--- src/hw/stxc_consts.svh ---
`ifndef STXC_CONSTS_SVH
`define STXC_CONSTS_SVH
// ----------------------------------------
// register map
// ----------------------------------------
`define STXC_ADDR_TXCTL    12'h000
`define STXC_ADDR_SRG      12'h004
`define STXC_ADDR_DATA     12'h008
`define STXC_ADDR_STATUS   12'h00C
// ----------------------------------------
// transmit control fields
// ----------------------------------------
`define STXC_TXCTL_WMASK   32'hFFFF_7FF0
`define STXC_TXCTL_RESET   32'h0000_0000
`define STXC_FRLEN1_LSB    8
`define STXC_WDLEN1_LSB    5
`define STXC_REVRS_BIT     4
`define STXC_COMPAND_LSB   19
`define STXC_WDLEN2_LSB    21
// ----------------------------------------
// rate generator fields
// ----------------------------------------
`define STXC_SRG_RESET     32'h2000_0001
`define STXC_SYNC_EN_BIT   31
`define STXC_CLK_POL_BIT   30
`define STXC_CLK_MODE_BIT  29
`define STXC_FS_MODE_BIT   28
`define STXC_PERIOD_LSB    16
`define STXC_WIDTH_LSB     8
`define STXC_DIVIDER_LSB   0
`endif

--- src/hw/stxc_pkg.sv ---
package stxc_pkg;
   typedef struct packed {
      logic       gen_clock_sync_enable;
      logic       ext_clock_polarity;
      logic       gen_input_clock_mode;
      logic       tx_frame_sync_mode;
      logic [11:0] frame_period;
      logic [7:0] frame_pulse_width;
      logic [7:0] gen_clock_divider;
   } stxc_srg_t;

   typedef struct packed {
      logic       phase2;
      logic [6:0] frlen2;
      logic [2:0] wdlen2;
      logic [1:0] tx_companding_select;
      logic       fig;
      logic [1:0] datdly;
      logic       rsv15;
      logic [6:0] tx_phase1_frame_words;
      logic [2:0] tx_phase1_word_size;
      logic       tx_bit_reverse_enable;
      logic [3:0] rsv;
   } stxc_txctl_t;

   typedef enum logic [1:0] {
      ST_IDLE  = 2'b00,
      ST_SYNC  = 2'b01,
      ST_SHIFT = 2'b10
   } stxc_state_t;
endpackage

--- src/hw/stxc_fifo.sv ---
`timescale 1ns/100ps
module stxc_fifo #(
   parameter int WIDTH = 32,
   parameter int DEPTH = 16
) (
   input  wire logic             mclk_i,
   input  wire logic             nrst_i,
   input  wire logic [WIDTH-1:0] in_data_i,
   input  wire logic             in_valid_i,
   output logic                  in_ready_o,
   output logic [WIDTH-1:0]      out_data_o,
   output logic                  out_valid_o,
   input  wire logic             out_ready_i
);
   localparam int AW = $clog2(DEPTH);
   logic [WIDTH-1:0] mem_reg [DEPTH];
   logic [AW:0]      wr_reg;
   logic [AW:0]      rd_reg;
   logic             push;
   logic             pop;

   assign in_ready_o  = (wr_reg - rd_reg) != (AW+1)'(DEPTH);
   assign out_valid_o = wr_reg != rd_reg;
   assign out_data_o  = mem_reg[rd_reg[AW-1:0]];
   assign push        = in_valid_i && in_ready_o;
   assign pop         = out_valid_o && out_ready_i;

   always_ff @(posedge mclk_i) begin
      if (push) begin
         mem_reg[wr_reg[AW-1:0]] <= in_data_i;
      end
   end

   always_ff @(posedge mclk_i or negedge nrst_i) begin
      if (!nrst_i) begin
         wr_reg <= '0;
         rd_reg <= '0;
      end else begin
         if (push) begin
            wr_reg <= wr_reg + 1'b1;
         end
         if (pop) begin
            rd_reg <= rd_reg + 1'b1;
         end
      end
   end
endmodule

--- src/hw/stxc_top.sv ---
`timescale 1ns/100ps
`include "stxc_consts.svh"
module stxc_top (
   input  wire logic        mclk_i,
   input  wire logic        nrst_i,
   input  wire logic        hsel_i,
   input  wire logic [11:0] haddr_i,
   input  wire logic [1:0]  htrans_i,
   input  wire logic        hwrite_i,
   input  wire logic [2:0]  hsize_i,
   input  wire logic [31:0] hwdata_i,
   input  wire logic        hready_i,
   output logic [31:0]      hrdata_o,
   output logic             hreadyout_o,
   output logic             hresp_o,
   input  wire logic        ext_clk_i,
   input  wire logic        rx_frame_sync_i,
   output logic             serial_clk_o,
   output logic             frame_sync_o,
   output logic             serial_data_o
);
   import stxc_pkg::*;

   // ----------------------------------------
   // bus slave
   // ----------------------------------------
   stxc_txctl_t txctl_reg;
   stxc_srg_t   srg_reg;
   logic        wr_pend_reg;
   logic [11:0] addr_reg;
   logic [31:0] hrdata_reg;
   logic        fifo_in_ready;
   logic [31:0] fifo_data;
   logic        fifo_valid;
   logic        fifo_pop;
   logic        wr_stall;
   logic        phase_act;

   wire addr_phase = hsel_i && hready_i && htrans_i[1];

   // a data write that finds the fifo full holds the bus until space appears
   assign wr_stall = wr_pend_reg && (addr_reg == `STXC_ADDR_DATA) && !fifo_in_ready;
   assign hreadyout_o = !wr_stall;
   assign hresp_o     = 1'b0;
   assign hrdata_o    = hrdata_reg;

   always_ff @(posedge mclk_i or negedge nrst_i) begin
      if (!nrst_i) begin
         wr_pend_reg <= 1'b0;
         addr_reg    <= '0;
      end else if (!wr_stall) begin
         wr_pend_reg <= addr_phase && hwrite_i;
         addr_reg    <= haddr_i;
      end
   end

   always_ff @(posedge mclk_i or negedge nrst_i) begin
      if (!nrst_i) begin
         txctl_reg <= stxc_txctl_t'(`STXC_TXCTL_RESET);
         srg_reg   <= stxc_srg_t'(`STXC_SRG_RESET);
      end else if (wr_pend_reg && !wr_stall) begin
         if (addr_reg == `STXC_ADDR_TXCTL) begin
            txctl_reg <= stxc_txctl_t'(hwdata_i & `STXC_TXCTL_WMASK);
         end
         if (addr_reg == `STXC_ADDR_SRG) begin
            srg_reg <= stxc_srg_t'(hwdata_i);
         end
      end
   end

   always_ff @(posedge mclk_i or negedge nrst_i) begin
      if (!nrst_i) begin
         hrdata_reg <= '0;
      end else if (addr_phase && !hwrite_i) begin
         unique case (haddr_i)
            `STXC_ADDR_TXCTL:  hrdata_reg <= 32'(txctl_reg);
            `STXC_ADDR_SRG:    hrdata_reg <= 32'(srg_reg);
            `STXC_ADDR_STATUS: hrdata_reg <= {29'h0, phase_act, fifo_valid, fifo_in_ready};
            default:           hrdata_reg <= '0;
         endcase
      end
   end

   stxc_fifo #(
      .WIDTH (32),
      .DEPTH (16)
   ) u_fifo (
      .mclk_i      (mclk_i),
      .nrst_i      (nrst_i),
      .in_data_i   (hwdata_i),
      .in_valid_i  (wr_pend_reg && addr_reg == `STXC_ADDR_DATA),
      .in_ready_o  (fifo_in_ready),
      .out_data_o  (fifo_data),
      .out_valid_o (fifo_valid),
      .out_ready_i (fifo_pop)
   );

   // ----------------------------------------
   // pin synchronisers
   // ----------------------------------------
   logic [1:0] clks_sync_reg;
   logic [1:0] rfs_sync_reg;
   logic       clks_last_reg;
   logic       rfs_last_reg;

   always_ff @(posedge mclk_i or negedge nrst_i) begin
      if (!nrst_i) begin
         clks_sync_reg <= '0;
         rfs_sync_reg  <= '0;
         clks_last_reg <= 1'b0;
         rfs_last_reg  <= 1'b0;
      end else begin
         clks_sync_reg <= {clks_sync_reg[0], ext_clk_i};
         rfs_sync_reg  <= {rfs_sync_reg[0], rx_frame_sync_i};
         clks_last_reg <= clks_sync_reg[1];
         rfs_last_reg  <= rfs_sync_reg[1];
      end
   end

   wire clks_rise = clks_sync_reg[1] && !clks_last_reg;
   wire clks_fall = !clks_sync_reg[1] && clks_last_reg;
   wire rfs_rise  = rfs_sync_reg[1] && !rfs_last_reg;
   wire clks_edge = srg_reg.ext_clock_polarity ? clks_fall : clks_rise;
   // internal mode counts every mclk, external only on the chosen pin edge
   wire gen_tick  = srg_reg.gen_input_clock_mode ? 1'b1 : clks_edge;
   wire ext_sync  = srg_reg.gen_clock_sync_enable && !srg_reg.gen_input_clock_mode;

   // ----------------------------------------
   // clock divider
   // ----------------------------------------
   logic [7:0] div_cnt_reg;
   logic       gen_clk_reg;
   logic       bit_en;

   // period is divider+1 input clocks, high for the first part; a divider of 0 holds it high
   wire [7:0] clk_high = {1'b0, srg_reg.gen_clock_divider[7:1]} + 8'h01;
   wire       div_wrap = div_cnt_reg >= srg_reg.gen_clock_divider;
   wire [7:0] div_next = div_wrap ? 8'h00 : div_cnt_reg + 8'h01;

   always_ff @(posedge mclk_i or negedge nrst_i) begin
      if (!nrst_i) begin
         // starts at the reset divider so the first tick is a rising edge
         div_cnt_reg <= 8'(`STXC_SRG_RESET);
         gen_clk_reg <= 1'b0;
      end else if (ext_sync && rfs_rise) begin
         div_cnt_reg <= srg_reg.gen_clock_divider;
         gen_clk_reg <= 1'b0;
      end else if (gen_tick) begin
         div_cnt_reg <= div_next;
         gen_clk_reg <= div_next < clk_high;
      end
   end

   // one-cycle enable at each rising edge of the generated clock
   assign bit_en = gen_tick && div_wrap && !(ext_sync && rfs_rise);
   assign serial_clk_o = gen_clk_reg;

   // ----------------------------------------
   // frame sync generation
   // ----------------------------------------
   logic [11:0] per_cnt_reg;
   logic        sync_armed_reg;
   logic        gen_fs_reg;

   function automatic logic [5:0] word_bits(input logic [2:0] code);
      unique case (code)
         3'h0:    word_bits = 6'd8;
         3'h1:    word_bits = 6'd12;
         3'h2:    word_bits = 6'd16;
         3'h3:    word_bits = 6'd20;
         3'h4:    word_bits = 6'd24;
         default: word_bits = 6'd32;
      endcase
   endfunction

   always_ff @(posedge mclk_i or negedge nrst_i) begin
      if (!nrst_i) begin
         sync_armed_reg <= 1'b0;
      end else if (!ext_sync) begin
         sync_armed_reg <= 1'b0;
      end else if (rfs_rise) begin
         sync_armed_reg <= 1'b1;
      end else if (bit_en && per_cnt_reg == 12'h000) begin
         sync_armed_reg <= 1'b0;
      end
   end

   // no restart while shifting: a second start would pop a word that is never sent
   wire frame_start = bit_en && fifo_valid && !phase_act &&
                      (ext_sync ? sync_armed_reg : per_cnt_reg == 12'h000);

   always_ff @(posedge mclk_i or negedge nrst_i) begin
      if (!nrst_i) begin
         per_cnt_reg <= '0;
         gen_fs_reg  <= 1'b0;
      end else if (bit_en) begin
         if (per_cnt_reg >= srg_reg.frame_period || frame_start) begin
            per_cnt_reg <= frame_start ? 12'h001 : 12'h000;
         end else if (per_cnt_reg != 12'h000) begin
            per_cnt_reg <= per_cnt_reg + 12'h001;
         end
         gen_fs_reg <= frame_start ||
                       (gen_fs_reg && per_cnt_reg <= {4'h0, srg_reg.frame_pulse_width});
      end
   end
   assign frame_sync_o = gen_fs_reg;

   // ----------------------------------------
   // phase-1 shifter
   // ----------------------------------------
   stxc_state_t state_reg;
   logic [31:0] shift_reg;
   logic [5:0]  bit_cnt_reg;
   logic [6:0]  word_cnt_reg;
   logic        sdo_reg;

   wire [5:0] wbits = word_bits(txctl_reg.tx_phase1_word_size);
   assign phase_act = state_reg == ST_SHIFT;
   assign fifo_pop  = frame_start ||
                      (phase_act && bit_en && bit_cnt_reg == 6'd1 && word_cnt_reg != 7'h00 && fifo_valid);

   function automatic logic [31:0] load_word(input logic [31:0] d, input logic [5:0] n, input logic rev);
      logic [31:0] r;
      r = '0;
      for (int i = 0; i < 32; i++) begin
         r[i] = d[31-i];
      end
      load_word = rev ? r : (d << (6'd32 - n));
   endfunction

   always_ff @(posedge mclk_i or negedge nrst_i) begin
      if (!nrst_i) begin
         state_reg    <= ST_IDLE;
         shift_reg    <= '0;
         bit_cnt_reg  <= '0;
         word_cnt_reg <= '0;
         sdo_reg      <= 1'b0;
      end else if (bit_en) begin
         unique case (state_reg)
            ST_IDLE: begin
               sdo_reg <= 1'b0;
               if (frame_start) begin
                  shift_reg    <= load_word(fifo_data, wbits, txctl_reg.tx_bit_reverse_enable);
                  bit_cnt_reg  <= wbits;
                  word_cnt_reg <= txctl_reg.tx_phase1_frame_words;
                  state_reg    <= ST_SHIFT;
               end
            end
            ST_SHIFT: begin
               sdo_reg     <= shift_reg[31];
               shift_reg   <= shift_reg << 1;
               bit_cnt_reg <= bit_cnt_reg - 6'd1;
               if (bit_cnt_reg == 6'd1) begin
                  if (word_cnt_reg == 7'h00 || !fifo_valid) begin
                     state_reg <= ST_IDLE;
                  end else begin
                     shift_reg    <= load_word(fifo_data, wbits, txctl_reg.tx_bit_reverse_enable);
                     bit_cnt_reg  <= wbits;
                     word_cnt_reg <= word_cnt_reg - 7'h01;
                  end
               end
            end
            default: state_reg <= ST_IDLE;
         endcase
      end
   end
   assign serial_data_o = sdo_reg;
endmodule

--- config.mk ---
export PLATFORM = sky130hd
export DESIGN_NAME = stxc_top
export DESIGN_NICKNAME = d
export VERILOG_FILES = /design/src/hw/stxc_pkg.sv /design/src/hw/stxc_fifo.sv /design/src/hw/stxc_top.sv
export VERILOG_INCLUDE_DIRS = /design/src /design/src/hw
export SDC_FILE = /design/constraint.sdc
export NUM_CORES = 1
export LEC_CHECK = 0
export ABC_AREA = 1
export BUFFER_PORTS_ARGS = -buffer_cell sky130_fd_sc_hd__buf_2
export CAP_MARGIN = 20
export CELL_PAD_IN_SITES_DETAIL_PLACEMENT = 0
export CELL_PAD_IN_SITES_GLOBAL_PLACEMENT = 1
export CORE_UTILIZATION = 35
export DETAILED_ROUTE_END_ITERATION = 8
export MAX_ROUTING_LAYER = met4
export PLACE_DENSITY = 0.64
export SYNTH_ARGS = -nofsm -noshare
export SYNTH_HDL_FRONTEND = slang
export SYNTH_HIERARCHICAL = 1
export SYNTH_SLANG_ARGS = --single-unit
--- constraint.sdc ---
create_clock -name mclk_i -period 11.65 [get_ports mclk_i]
set_input_delay 0.5825 -clock mclk_i [delete_from_list [all_inputs] [get_ports mclk_i]]
set_output_delay 0.5825 -clock mclk_i [all_outputs]
set_load 0.02 [all_outputs]
==> results of run 1 <==
==> routing by layer <==
metal  vias to the layer above  global-route usage  wire, microns
li1                      10399                   -              -
met1                     10901               0.258          38500
met2                       472               0.331          42800
met3                       100              0.0243           3750
met4                         0              0.0564           1900
met5                         -                   -              0
==> per-stage QoR <==
| step | hold WS [ns] | total power [mW] |
|---|---|---|
| floorplan | 0.287 | 3.28 |
| global placement | 0.336 | 3.49 |
| detailed placement | 0.335 | 3.50 |
| CTS | 0.0289 | 5.84 |
| global route | 0.0511 | 6.03 |
| finish | 0.00146 | 5.77 |
==> cells in the final DEF, fill, tap and decap left out, drive strengths merged, types with 8 or more instances in the layout <==
cell type  Yosys  final
nor2         410    410
nand3        144    144
a21oi         44     44
o221ai         8      8
nand2        524    524
o22ai        100    100
dfrtp        187    187
clkinv         4     36
nor3          10     10
buf           72    129
o21ai        440    440
edfxtp       512    512
nand4          9      9
ha            52     52
xor2          17     17
clkbuf        86     97
inv          216    216
o211ai        85     85
==> kinds of logic (layout without fill, tap and decap cells) <==
family	after synthesis	in the layout	share of synthesized area
adders and majority gates	52	52	0.0208
DFF	702	702	0.645
muxes	8	8	0.00276
buffers and inverters	378	485	0.0529
xor gates and xnor gates	21	21	0.00589
AOI/OAI and AO/OA	692	692	0.128
and+or+nand+nor	1110	1110	0.145
other	1	3	0.000120
==> report_power, final <==
part / internal [mW] / switching (mW)
registers: 2.72 / 0.0429
logic: 0.213 / 0.475
clock network: 1.34 / 0.984
total: 4.27 / 1.50
==> final cells by class <==
class,instances,share of cell area
clock buffers,96,0.0582
multi-input cells,1884,0.271
repair buffers,130,0.0233
diodes,2,0.000142
inverters,220,0.0237
clock inverters,39,0.00984
well taps,1165,0.0414
flip-flops and latches,702,0.572
==> synthesized netlist by cell type, drive strengths merged <==
library cell	count	area, sq um
nand2	524	2020
edfxtp	512	15400
o21ai	440	2250
nor2	410	1570
inv	216	813
dfrtp	187	4680
nand3	144	731
o22ai	100	626
clkbuf	86	325
o211ai	85	653
buf	72	499
ha	52	651
a21oi	44	258
xor2	17	149
nor3	10	50.1
nand4	9	56.3
o221ai	8	76.3
a22oi	5	47.5
mux2	5	56.3
or2	5	31.3
clkinv	4	15.0
nor4	4	31.3
xnor2	4	35.0
dfstp	3	78.8
mux2i	3	30.0
nand3b	3	22.5
o31ai	3	22.5
o21bai	2	18.8
a2111oi	1	8.76
a211oi	1	7.51
a21o	1	7.51
a31oi	1	6.26
and2	1	6.26
conb	1	3.75
o21a	1	7.51
==> critical path, stage by stage (launching register included) <==
cell                      delay, ns
sky130_fd_sc_hd__dfrtp_4       0.93
sky130_fd_sc_hd__inv_2         0.48
sky130_fd_sc_hd__ha_1          0.45
sky130_fd_sc_hd__nand2_1       0.07
sky130_fd_sc_hd__inv_1         0.08
sky130_fd_sc_hd__nand3_1       0.10
sky130_fd_sc_hd__buf_4         0.21
sky130_fd_sc_hd__nand2_1       0.10
sky130_fd_sc_hd__nand2_1       0.07
sky130_fd_sc_hd__nand2_1       0.74
sky130_fd_sc_hd__inv_2         0.62
sky130_fd_sc_hd__a21oi_1       0.26
sky130_fd_sc_hd__o21ai_0       0.11
sky130_fd_sc_hd__nand2_1       0.06
sky130_fd_sc_hd__nand2_1       0.07
sky130_fd_sc_hd__o21ai_2       0.08
==> final timing paths <==
| check | end | slack [ns] |
|---|---|---|
| setup reg to reg | bit_cnt_reg[4]$_DFFE_PN0P_ | 7.09 |
| max in group asynchronous | u_fifo/rd_reg[1]$_DFFE_PN0P_ | 9.68 |
| hold reg to reg | rfs_sync_reg[1]$_DFF_PN0_ | 0.35 |
| setup / recovery | bit_cnt_reg[4]$_DFFE_PN0P_ | 7.09 |
| min in group mclk_i | clks_sync_reg[0]$_DFF_PN0_ | 0.07 |
| hold / removal | div_cnt_reg[6]$_DFFE_PN0P_ | 0.001 |
==> results summary, run 1 <==
The flow ran to the end, and the final reports show no timing, DRC or antenna violations. The tree is rooted in a sky130_fd_sc_hd__clkbuf_16. The count of nets after finishing came out at 3122. The share of the core filled with cells is 0.398. The deepest clock path buffer count came out at 3.

The sequential cells in the finished layout cover a total of 20100 sq um. The power per standard cell area is 164 nW/um^2. The violation count after the first detailed-route iteration came out at 1397. The count of fill cells added during filler insertion came out at 8584. The worst setup path is captured at a flop.

Setup repair after global routing left no endpoint under its margin. Static timing analysis puts the maximum clock frequency at 219 MHz. Setup slack closes at 7.09 ns. The wire length of the first global-routing pass came out at 133 mm.

STA classifies the critical path startpoint as a flop. The max-slew violation count came out at 0. The weighted congestion at the end of routability-driven global placement came out at 0.870.

The final count of negative-setup-slack endpoints came out at 0. The number of cell instances on the worst register-to-register path came out at 15. Synthesis produced a netlist with a net count of 3072. The flip-flop and latch count after synthesis came out at 702. The vias after detailed routing came out at 21872. The die outline width came out at 301 microns. The area growth from synthesis to layout is 12.8%. The mean post-synth cell area is 10.5 sq um.

The post-cts repair resize count is 0. The number of antenna violations at the first check in global routing came out at 2. The floorplan step set the die height to 301 microns. The clock-pin slew on the worst setup and hold paths is 0.06 ns. The floorplan has 109 rows. The worst IR drop on VDD came out at 0.103 mV. Across the routed clock network, the largest skew measured is 0.0303 ns. The instance count of the mapped netlist is 2964.

TritonCTS built the clock tree. The number of clock buffers added by TritonCTS is 76. The leakage power is 14.1 nW. At the placement stage, the worst setup path has a slack of 6.71 ns. The count of synthesis-stage warnings from yosys is 6. The reported max-cap violation count is 0. The cell area after synthesis came out at 31200 sq um. The number of hold-slack violations in the final timing report is 0. Before antenna repair, the detailed router went through 7 iterations. For the finished layout, the period the worst path requires is 4.56 ns. The number of flip-flops under the largest register name came out at 512. The sequential element share of the synthesized area came out at 0.645.

The filler-free cell count of the finished design came out at 4238. The number of routed nets with antenna violations is 0. Post-CTS timing repair inserted 0 buffers for setup. Summed over all layers, the routed wires come to 86.9 mm. In the global route stage, overall resource usage came out at 0.200.

The share of post-route cells with drive strength above 1 is 0.111. The total of buffers placed on input and output ports is 87. The worst hold path belongs to the class primary input to asynchronous set/reset pin. With fillers left out, the area of the finished cells amounts to 35200 sq um. CTS saw 702 sinks. In this run the tightest slew margin relative to its limit is 0.276. The critical path starts at u_fifo/rd_reg[1]$_DFFE_PN0P_.

The biggest fanout along the worst timing path is 70. The data required time of the worst path is 12.18 ns. The DRC violations left is 0. The number of global-route vias before repair is 21646. The routed wire length per instance came out at 20.5 microns. The arrival time at the worst endpoint is 5.10 ns. In this run, distinct cell masters in the synthesized netlist total 57.

The overall die area is 90400 sq um. The detailed placement HPWL is 52.4 mm. The final critical-path share of the clock period came out at 0.392. By startpoint and endpoint, the worst setup path is classified as flop to flop. The instance count after placement with tap cells included is 4098.

The transition at the pin with the smallest max-transition slack came out at 1.09 ns. The worst register-to-register path begins at u_fifo/rd_reg[1]$_DFFE_PN0P_. The pin count of the biggest net entering global routing is 102. The total area of multi-input combinational cells is 9560 sq um. The effective utilization at floorplan came out at 0.353.

The global-route congestion overflow total came out at 0. At the later pin of the worst-skew pair, clock insertion delay measures 0.64 ns. The clock tree synthesis step divided the H-tree into 3 levels. The region available for standard cell placement spans 88400 sq um.

In this run the cell area measured after placement is 32700 sq um. After detailed routing, the number of vias per cell comes to 5.16. The count of hold-fix buffers inserted at cts is 0. For the final routed database, the setup TNS stands at 0 ns. The I/O pin total came out at 93.
No activity file was read; power rests on OpenSTA's default activity.
==> run 2: changes to the inputs <==
--- a/config.mk
+++ b/config.mk
@@ -14,7 +14,7 @@
 export CORE_UTILIZATION = 35
 export DETAILED_ROUTE_END_ITERATION = 8
 export MAX_ROUTING_LAYER = met4
-export PLACE_DENSITY = 0.64
+export PLACE_DENSITY = 0.66
 export SYNTH_ARGS = -nofsm -noshare
 export SYNTH_HDL_FRONTEND = slang
 export SYNTH_HIERARCHICAL = 1
==> constraint.sdc (replaced) <==
create_clock -name mclk_i -period 3.82 [get_ports mclk_i]
set_input_delay 0.191 -clock mclk_i [delete_from_list [all_inputs] [get_ports mclk_i]]
set_output_delay 0.191 -clock mclk_i [all_outputs]
set_load 0.02 [all_outputs]
==> results summary, run 2 (synthesized netlist as in run 1, its figures left out) <==
After routing the design area is 36200 sq um. The count of H-tree levels built during CTS is 3. The checks that failed: DRC. Summed over all cells, the static leakage comes to 14.5 nW. The finished layout holds 4307 standard cells, fillers aside.

The routed wire length per instance came out at 20.4 microns. The CTS root buffer is sky130_fd_sc_hd__clkbuf_16. Along the worst path, the maximum fanout reaches 32. The number of global-route vias before repair came out at 21772. In this run the power density over the cells is 501 nW/um^2. The final worst setup slack is 0.717 ns.

The endpoint identified for the worst register-to-register timing path is u_fifo/mem_reg[4][2]$_DFFE_PP_. For the worst-skew pair, the clock arrives at the later sink with an insertion delay of 0.64 ns. The path with the worst hold slack has its endpoint at rfs_sync_reg[0]$_DFF_PN0_. The max-slew violation count is 0. The transition at the pin with the smallest max-transition slack came out at 0.824 ns. The clock drives 702 sinks. The nature of the critical path endpoint is a flop. TritonCTS built the clock tree.

The worst min-delay path category is primary input to flop. In the final timing run, aggregate negative setup slack is 0 ns. The effective utilization at floorplan is 0.353. The routed layout has 22195 vias. The deepest clock path buffer count came out at 3. The wire length of the first global-routing pass is 133 mm. For the worst flop-to-flop path, the logic depth is 12. The instance count after placement with tap cells included came out at 4119. The violation count after the first detailed-route iteration came out at 1755. The slack of the worst reg-to-reg path came out at 0.72 ns.

The vertical extent of the die came out at 301 microns. The floorplan has 109 rows. The total design power is 18.1 mW. The register with the most flip-flops in the layout has 512 of them. The total of buffers placed on input and output ports is 87. The detailed-router iteration count before antenna repair came out at 9.

From synthesis to final layout, the design area changed by 15.9%. The post-cts repair resize count is 0. Global routing finished with a remaining overflow of 0. The global-route usage over all layers is 0.201.

The worst setup path is launched from a flop. The number of hold-slack violations in the final timing report came out at 0. The worst setup path is of the flop to flop kind. Clock-pin slew was measured on the worst setup and hold paths at 0.06 ns. The die is 301 microns wide.

Measured against its own limit, the worst slew margin works out to 0.450. In the layout the commonest cells are sky130_fd_sc_hd__nand2_1, sky130_fd_sc_hd__edfxtp_1, sky130_fd_sc_hd__nor2_1, sky130_fd_sc_hd__o21ai_0, sky130_fd_sc_hd__inv_1. Static timing analysis puts the maximum clock frequency at 322 MHz.

Prior to clock tree synthesis, the placed netlist has a worst setup slack of 0.726 ns. In this run the critical register-to-register path is launched from u_fifo/rd_reg[0]$_DFFE_PN0P_. The final critical-path required period is 3.10 ns.

The hold path startpoint is rx_frame_sync_i. The worst-case IR drop observed on VDD is 0.323 mV. The data required time of the worst path came out at 4.08 ns. The area of the core came out at 88400 sq um. Setup repair after global routing left no endpoint under its margin.

The I/O pin total came out at 93. Max-cap violations in this run came to 0. The worst clock skew came out at 0.0426 ns. For this run, the post-layout net count is 3191. The worst hold path passes through 2 cells. Entering global routing, the biggest net connects 111 pins.

The final count of negative-setup-slack endpoints came out at 0. The number of setup buffers added after CTS is 0. Of the cells placed in the final design, the portion with a size suffix greater than 1 is 0.113. The share of the core filled with cells came out at 0.410. The DRC violations left came out at 2. The weighted congestion at the end of routability-driven global placement is 0.886. The final critical-path share of the clock period is 0.812. Leaving out fill and tap cells, the most frequent cell in the layout is sky130_fd_sc_hd__nand2_1. For this block, the routed nets add up to 88.0 mm of wire. The minimum hold slack is 0.198 ns. The ratio of routed vias to standard cells came out at 5.15. The number of antenna violations at the first check in global routing is 2. In this run the remaining antenna-violating nets after routing total 0. The arrival time at the worst endpoint came out at 3.36 ns. The flow ran to the end, but the final reports show violations.

The total placed instance area is 33200 sq um. The detailed placement HPWL came out at 53.7 mm. The total clock buffers created by CTS came out at 78. The floorplan step defined a die boundary enclosing 90400 sq um.
## run 2: changes by cell type in the layout (fill, tap and decap cells not counted), moves of 2 or more
cell,before,now
sky130_fd_sc_hd__clkinv_1,13,15
sky130_fd_sc_hd__dlygate4sd3_1,0,49
sky130_fd_sc_hd__buf_16,2,0
sky130_fd_sc_hd__inv_16,0,2
sky130_fd_sc_hd__clkbuf_1,15,19
sky130_fd_sc_hd__clkinv_4,2,0
sky130_fd_sc_hd__bufinv_16,4,7
sky130_fd_sc_hd__clkinvlp_4,3,0
sky130_fd_sc_hd__clkinv_2,18,11
sky130_fd_sc_hd__buf_12,1,22
## run 2: area by class of cell
class                      instances  area (sq um)
antenna                            2          5.00
clock buffer                     102          2100
clock inverter                    35           439
fill                            8528         52200
inverter                         220           833
multi-input combinational       1884          9560
sequential                       702         20100
tap                             1165          1460
timing repair buffer             197          1670
## run 2: how the worst max path moves through the flow
| stage | start | endpoint | slack, ns | cells after the start |
|---|---|---|---|---|
| after CTS | u_fifo/rd_reg[0]$_DFFE_PN0P_ | u_fifo/mem_reg[2][5]$_DFFE_PP_ | 0.72 | 12 |
| after floorplan | u_fifo/rd_reg[1]$_DFFE_PN0P_ | u_fifo/mem_reg[10][0]$_DFFE_PP_ | 0.09 | 14 |
| after global routing | u_fifo/rd_reg[0]$_DFFE_PN0P_ | shift_reg[25]$_DFFE_PN0P_ | 0.52 | 15 |
| after detailed placement | u_fifo/rd_reg[0]$_DFFE_PN0P_ | u_fifo/mem_reg[2][2]$_DFFE_PP_ | 0.73 | 12 |
| after global placement | u_fifo/rd_reg[0]$_DFFE_PN0P_ | u_fifo/mem_reg[2][9]$_DFFE_PP_ | 0.72 | 12 |
| final | u_fifo/rd_reg[0]$_DFFE_PN0P_ | u_fifo/mem_reg[4][2]$_DFFE_PP_ | 0.72 | 12 |
## run 2: critical path, cell delays in order (launching register included)
cell,delay (ns)
sky130_fd_sc_hd__dfrtp_4,0.64
sky130_fd_sc_hd__ha_1,0.21
sky130_fd_sc_hd__inv_1,0.05
sky130_fd_sc_hd__nand2_1,0.10
sky130_fd_sc_hd__nand2_1,0.08
sky130_fd_sc_hd__nand2_1,0.08
sky130_fd_sc_hd__nand2_1,0.05
sky130_fd_sc_hd__nand2_1,0.05
sky130_fd_sc_hd__nand2_1,0.06
sky130_fd_sc_hd__nand2_2,0.17
sky130_fd_sc_hd__nand2_2,0.40
sky130_fd_sc_hd__nor2_4,0.19
sky130_fd_sc_hd__buf_4,0.56
## run 2: power breakdown
group / internal (mW) / switching (mW)
clock network: 4.38 / 3.08
logic: 0.745 / 1.52
registers: 8.29 / 0.101
total: 13.4 / 4.70
## run 2: repair_timing
| item | CTS | global route |
|---|---|---|
| hold buffers | 49 | 0 |
| endpoints found under the hold margin | 603 | 0 |
| endpoints found under the setup margin | 0 | 0 |
## run 2: per-layer routing
layer,share of wire,global-route usage
met1,0.44,0.262
met2,0.48,0.321
met3,0.045,0.0253
met4,0.031,0.0745
met5,0,-
==> run 3: changes to the inputs <==
--- a/config.mk
+++ b/config.mk
@@ -6,7 +6,7 @@
 export SDC_FILE = /design/constraint.sdc
 export NUM_CORES = 1
 export LEC_CHECK = 0
-export ABC_AREA = 1
+export ABC_AREA = 0
 export BUFFER_PORTS_ARGS = -buffer_cell sky130_fd_sc_hd__buf_2
 export CAP_MARGIN = 20
 export CELL_PAD_IN_SITES_DETAIL_PLACEMENT = 0
@@ -14,7 +14,7 @@
 export CORE_UTILIZATION = 35
 export DETAILED_ROUTE_END_ITERATION = 8
 export MAX_ROUTING_LAYER = met4
-export PLACE_DENSITY = 0.66
+export PLACE_DENSITY = 0.62
 export SYNTH_ARGS = -nofsm -noshare
 export SYNTH_HDL_FRONTEND = slang
 export SYNTH_HIERARCHICAL = 1
==> constraint.sdc (replaced) <==
create_clock -name mclk_i -period 3 [get_ports mclk_i]
set_input_delay 0.15 -clock mclk_i [delete_from_list [all_inputs] [get_ports mclk_i]]
set_output_delay 0.15 -clock mclk_i [all_outputs]
set_load 0.02 [all_outputs]
==> results summary, run 3 <==
The violation count after the first detailed-route iteration is 1358. After detailed routing, the number of vias per cell comes to 5.33. The total clock buffers created by CTS came out at 76. The cell area after synthesis came out at 30700 sq um.

Leaving out fill and tap cells, the most frequent cell in the layout is sky130_fd_sc_hd__edfxtp_1. At the pin with the least slew margin, the transition time is 1.14 ns. The I/O pin total is 93. The number of global-route vias before repair is 19695. The mean post-synth cell area came out at 14.7 sq um. Synthesis inferred 702 register bits. The vias after detailed routing is 19184. The arrival time at the worst endpoint is 3.53 ns. The clock latency at the later pin of the worst-skew pair came out at 0.63 ns. The final critical-path required period came out at 2.96 ns. The synthesized netlist contains 96 unique library cells.

The total of buffers placed on input and output ports is 87. Before CTS, the worst setup slack after placement is -0.127 ns. The number of core rows came out at 108. The worst setup path is captured at a flop. The overall die area is 88900 sq um. The library cells used most frequently in the layout, excluding fill and tap cells, are sky130_fd_sc_hd__edfxtp_1, sky130_fd_sc_hd__nand2_1, sky130_fd_sc_hd__dfrtp_1, sky130_fd_sc_hd__buf_4, sky130_fd_sc_hd__mux4_2.

The relative slew slack came out at 0.237. The met3 usage is 0.0252. The highest clock frequency the design can meet is 337 MHz. The setup path with the least slack is of type flop to flop. The area added between synthesis and finish is 23.4%. Setup violations remaining at the end of the flow were counted as 0. The share of synthesized registers carrying an async set or reset came out at 0.271.

The worst hold path begins at hwdata_i[25]. The congestion estimate from routability-driven global placement came to 0.897. In the synthesized netlist, the cells that appear most often are sky130_fd_sc_hd__edfxtp_1, sky130_fd_sc_hd__nand2_1, sky130_fd_sc_hd__dfrtp_1. Setup repair after global routing could not meet its margin everywhere. The detailed-router iteration count before antenna repair came out at 5. In the post-synthesis netlist, the cell with the most instances is sky130_fd_sc_hd__edfxtp_1.

Counting instances, the worst hold path has a depth of 1. The count of H-tree levels built during CTS came out at 3. In this run, synthesis inferred 512 flip-flops with an integrated enable.

In this run the clock root is driven by a sky130_fd_sc_hd__clkbuf_16. The detailed placement HPWL came out at 54.3 mm. The data required time of the worst path came out at 3.57 ns.

In the global route stage, met2 resource usage came out at 0.322. The deepest clock path buffer count came out at 3. The wire length of the first global-routing pass is 127 mm. The detailed-route wire length is 85.4 mm. The startpoint identified for the worst register-to-register timing path is u_fifo/rd_reg[0]$_DFFE_PN0P_. After global routing the overflow that remains totals 0. The number of antenna violations at the first check in global routing was 1.

The global routing stage identified its most utilized layer as met2. IR analysis of the VDD net gives a maximum drop of 0.446 mV. The effective utilization at floorplan came out at 0.353.

The number of hold-slack violations in the final timing report came out at 0. The number of routed nets with antenna violations is 0. The number of flip-flops under the largest register name came out at 512. The run finished with clean final reports. The top-area cell type share of the netlist area came out at 0.501. The slack of the worst reg-to-reg path came out at 0.04 ns. The max-slew violation count is 0.

The count of nets after finishing came out at 2488. The die outline width came out at 298 microns. When the netlist entered floorplanning its net count stood at 2191. Max-cap violations in this run came to 0.

In this run the cell area measured after placement is 34300 sq um. The global-route track usage on met1 is 0.261. The area of the core came out at 86900 sq um. The tree built by TritonCTS fans out to 702 sinks.

The final non-filler cell area is 37900 sq um. By area the synthesized netlist is led by sky130_fd_sc_hd__edfxtp_1, sky130_fd_sc_hd__dfrtp_1, sky130_fd_sc_hd__mux4_2, sky130_fd_sc_hd__nand2_1, sky130_fd_sc_hd__ha_1. Among all flip-flop cells after synthesis, the most frequent one is sky130_fd_sc_hd__edfxtp_1. The count of synthesis-stage warnings from yosys is 6.

Measured along the y axis, the die boundary spans 298 microns. The power per standard cell area is 554 nW/um^2. The worst min-delay path category is primary input to flop.

The share of post-route cells with drive strength above 1 came out at 0.292. The sink of the worst hold path is u_fifo/mem_reg[12][25]$_DFFE_PP_. TritonCTS built the clock tree. Across every metal layer, demand over resource in global routing totals 0.197. The leakage power came out at 14.1 nW.

Clock-pin slew was measured on the worst setup and hold paths at 0.06 ns. The worst setup path is launched from a flop. Synthesis produced a netlist whose cell count is 2083.

In the final routed layout, each cell accounts on average for 23.7 microns. Entering global routing, the biggest net connects 89 pins. The number of cell instances on the worst register-to-register path is 13. In the finished design, the share of the clock period the worst path needs comes to 0.988.

The share of the Yosys chip area taken by registers is 0.656. The DRC violations left is 0. The endpoint identified for the worst register-to-register timing path is shift_reg[27]$_DFFE_PN0P_. sky130_fd_sc_hd__edfxtp_1 takes more of the synthesized area than any other cell. The biggest fanout along the worst timing path came out at 5.

Between clock sinks in the finished design, the worst skew comes to 0.0305 ns. The final worst setup slack is 0.0352 ns.
==> run 3: cell types whose count changed after synthesis, sizes merged, moves of 49 or more <==
cell	previous run	this run
o211ai	85	11
nor2	410	67
mux4	0	128
o21ai	440	115
inv	216	74
nand3	144	23
mux2	5	54
o22ai	100	10
nand2	524	266
==> run 3: power by group <==
| part | internal [mW] | switching, mW |
|---|---|---|
| logic | 0.436 | 0.687 |
| registers | 10.5 | 0.101 |
| clock network | 5.35 | 3.89 |
| total | 16.3 | 4.68 |
==> run 3: cell families after synthesis <==
group | Yosys count | synth area share
AO/OA/AOI/OAI | 343 | 0.0752
XOR/XNOR | 28 | 0.00823
adder cells (fa/ha/maj) | 52 | 0.0212
buffers and inverters | 201 | 0.0296
flip-flops | 702 | 0.656
multiplexers | 225 | 0.128
other | 1 | 0.000122
AND/OR/NAND/NOR | 531 | 0.0821
==> run 3: metrics by stage <==
step	util	cells	power (mW)	hold slack [ns]	TNS, ns
after floorplan	-	2083	11.4	-0.146	-63.42
after global placement	0.394	3386	11.8	0.260	-0.439
after detailed placement	0.394	3386	11.9	0.260	-0.579
after CTS	0.430	3582	21.2	0.00139	-0.162
after global routing	0.436	3597	21.7	0.0109	-0.328
final	0.436	3597	21.0	0.0357	0
==> run 3: critical path: stages (launching register included) <==
cell and delay (ns):
sky130_fd_sc_hd__dfrtp_4 0.50, sky130_fd_sc_hd__buf_12 0.16, sky130_fd_sc_hd__buf_12 0.14, sky130_fd_sc_hd__mux4_2 0.32
sky130_fd_sc_hd__nand2_1 0.05, sky130_fd_sc_hd__and3_1 0.18, sky130_fd_sc_hd__a31oi_1 0.16, sky130_fd_sc_hd__buf_4 0.15
sky130_fd_sc_hd__or3b_4 0.37, sky130_fd_sc_hd__a32oi_2 0.25, sky130_fd_sc_hd__mux2_4 0.21, sky130_fd_sc_hd__o21ai_2 0.05
sky130_fd_sc_hd__a311oi_2 0.28, sky130_fd_sc_hd__a21o_1 0.11
==> run 3: cell type report <==
cell class,instances,area [sq um]
Antenna cell,1,2.50
Clock buffer,99,2070
Clock inverter,40,387
Fill cell,7744,49000
Inverter,75,302
Multi-Input combinational cell,1180,10300
Sequential cell,702,20100
Tap cell,1155,1450
Timing Repair Buffer,345,3200
==> run 3: repair_timing <==
item / in CTS / in global routing
hold endpoints to repair: 579 / 0
gates resized for setup: 18 / 70
cloned: 0 / 2
buffers inserted: 10 / 12
pin swaps: 5 / 17
hold buffers: 47 / 0
endpoints found under the setup margin: 12 / 114
==> run 3: worst max-delay path by stage <==
stage                                             from                             end  cells past startpoint
after floorplan           u_fifo/rd_reg[2]$_DFFE_PN0P_  u_fifo/mem_reg[0][0]$_DFFE_PP_                     10
after global placement    u_fifo/rd_reg[0]$_DFFE_PN0P_       shift_reg[29]$_DFFE_PN0P_                     11
after detailed placement  u_fifo/rd_reg[0]$_DFFE_PN0P_       shift_reg[15]$_DFFE_PN0P_                     13
after CTS                 u_fifo/rd_reg[0]$_DFFE_PN0P_                     hreadyout_o                     10
after global routing      u_fifo/rd_reg[0]$_DFFE_PN0P_       shift_reg[20]$_DFFE_PN0P_                     13
final                     u_fifo/rd_reg[0]$_DFFE_PN0P_       shift_reg[27]$_DFFE_PN0P_                     13
==> run 3: layer usage <==
layer / wire length, microns / part of all wire
met3: 3260 / 0.038
met5: 0 / 0
met2: 42400 / 0.50
met4: 1880 / 0.022
met1: 37900 / 0.44
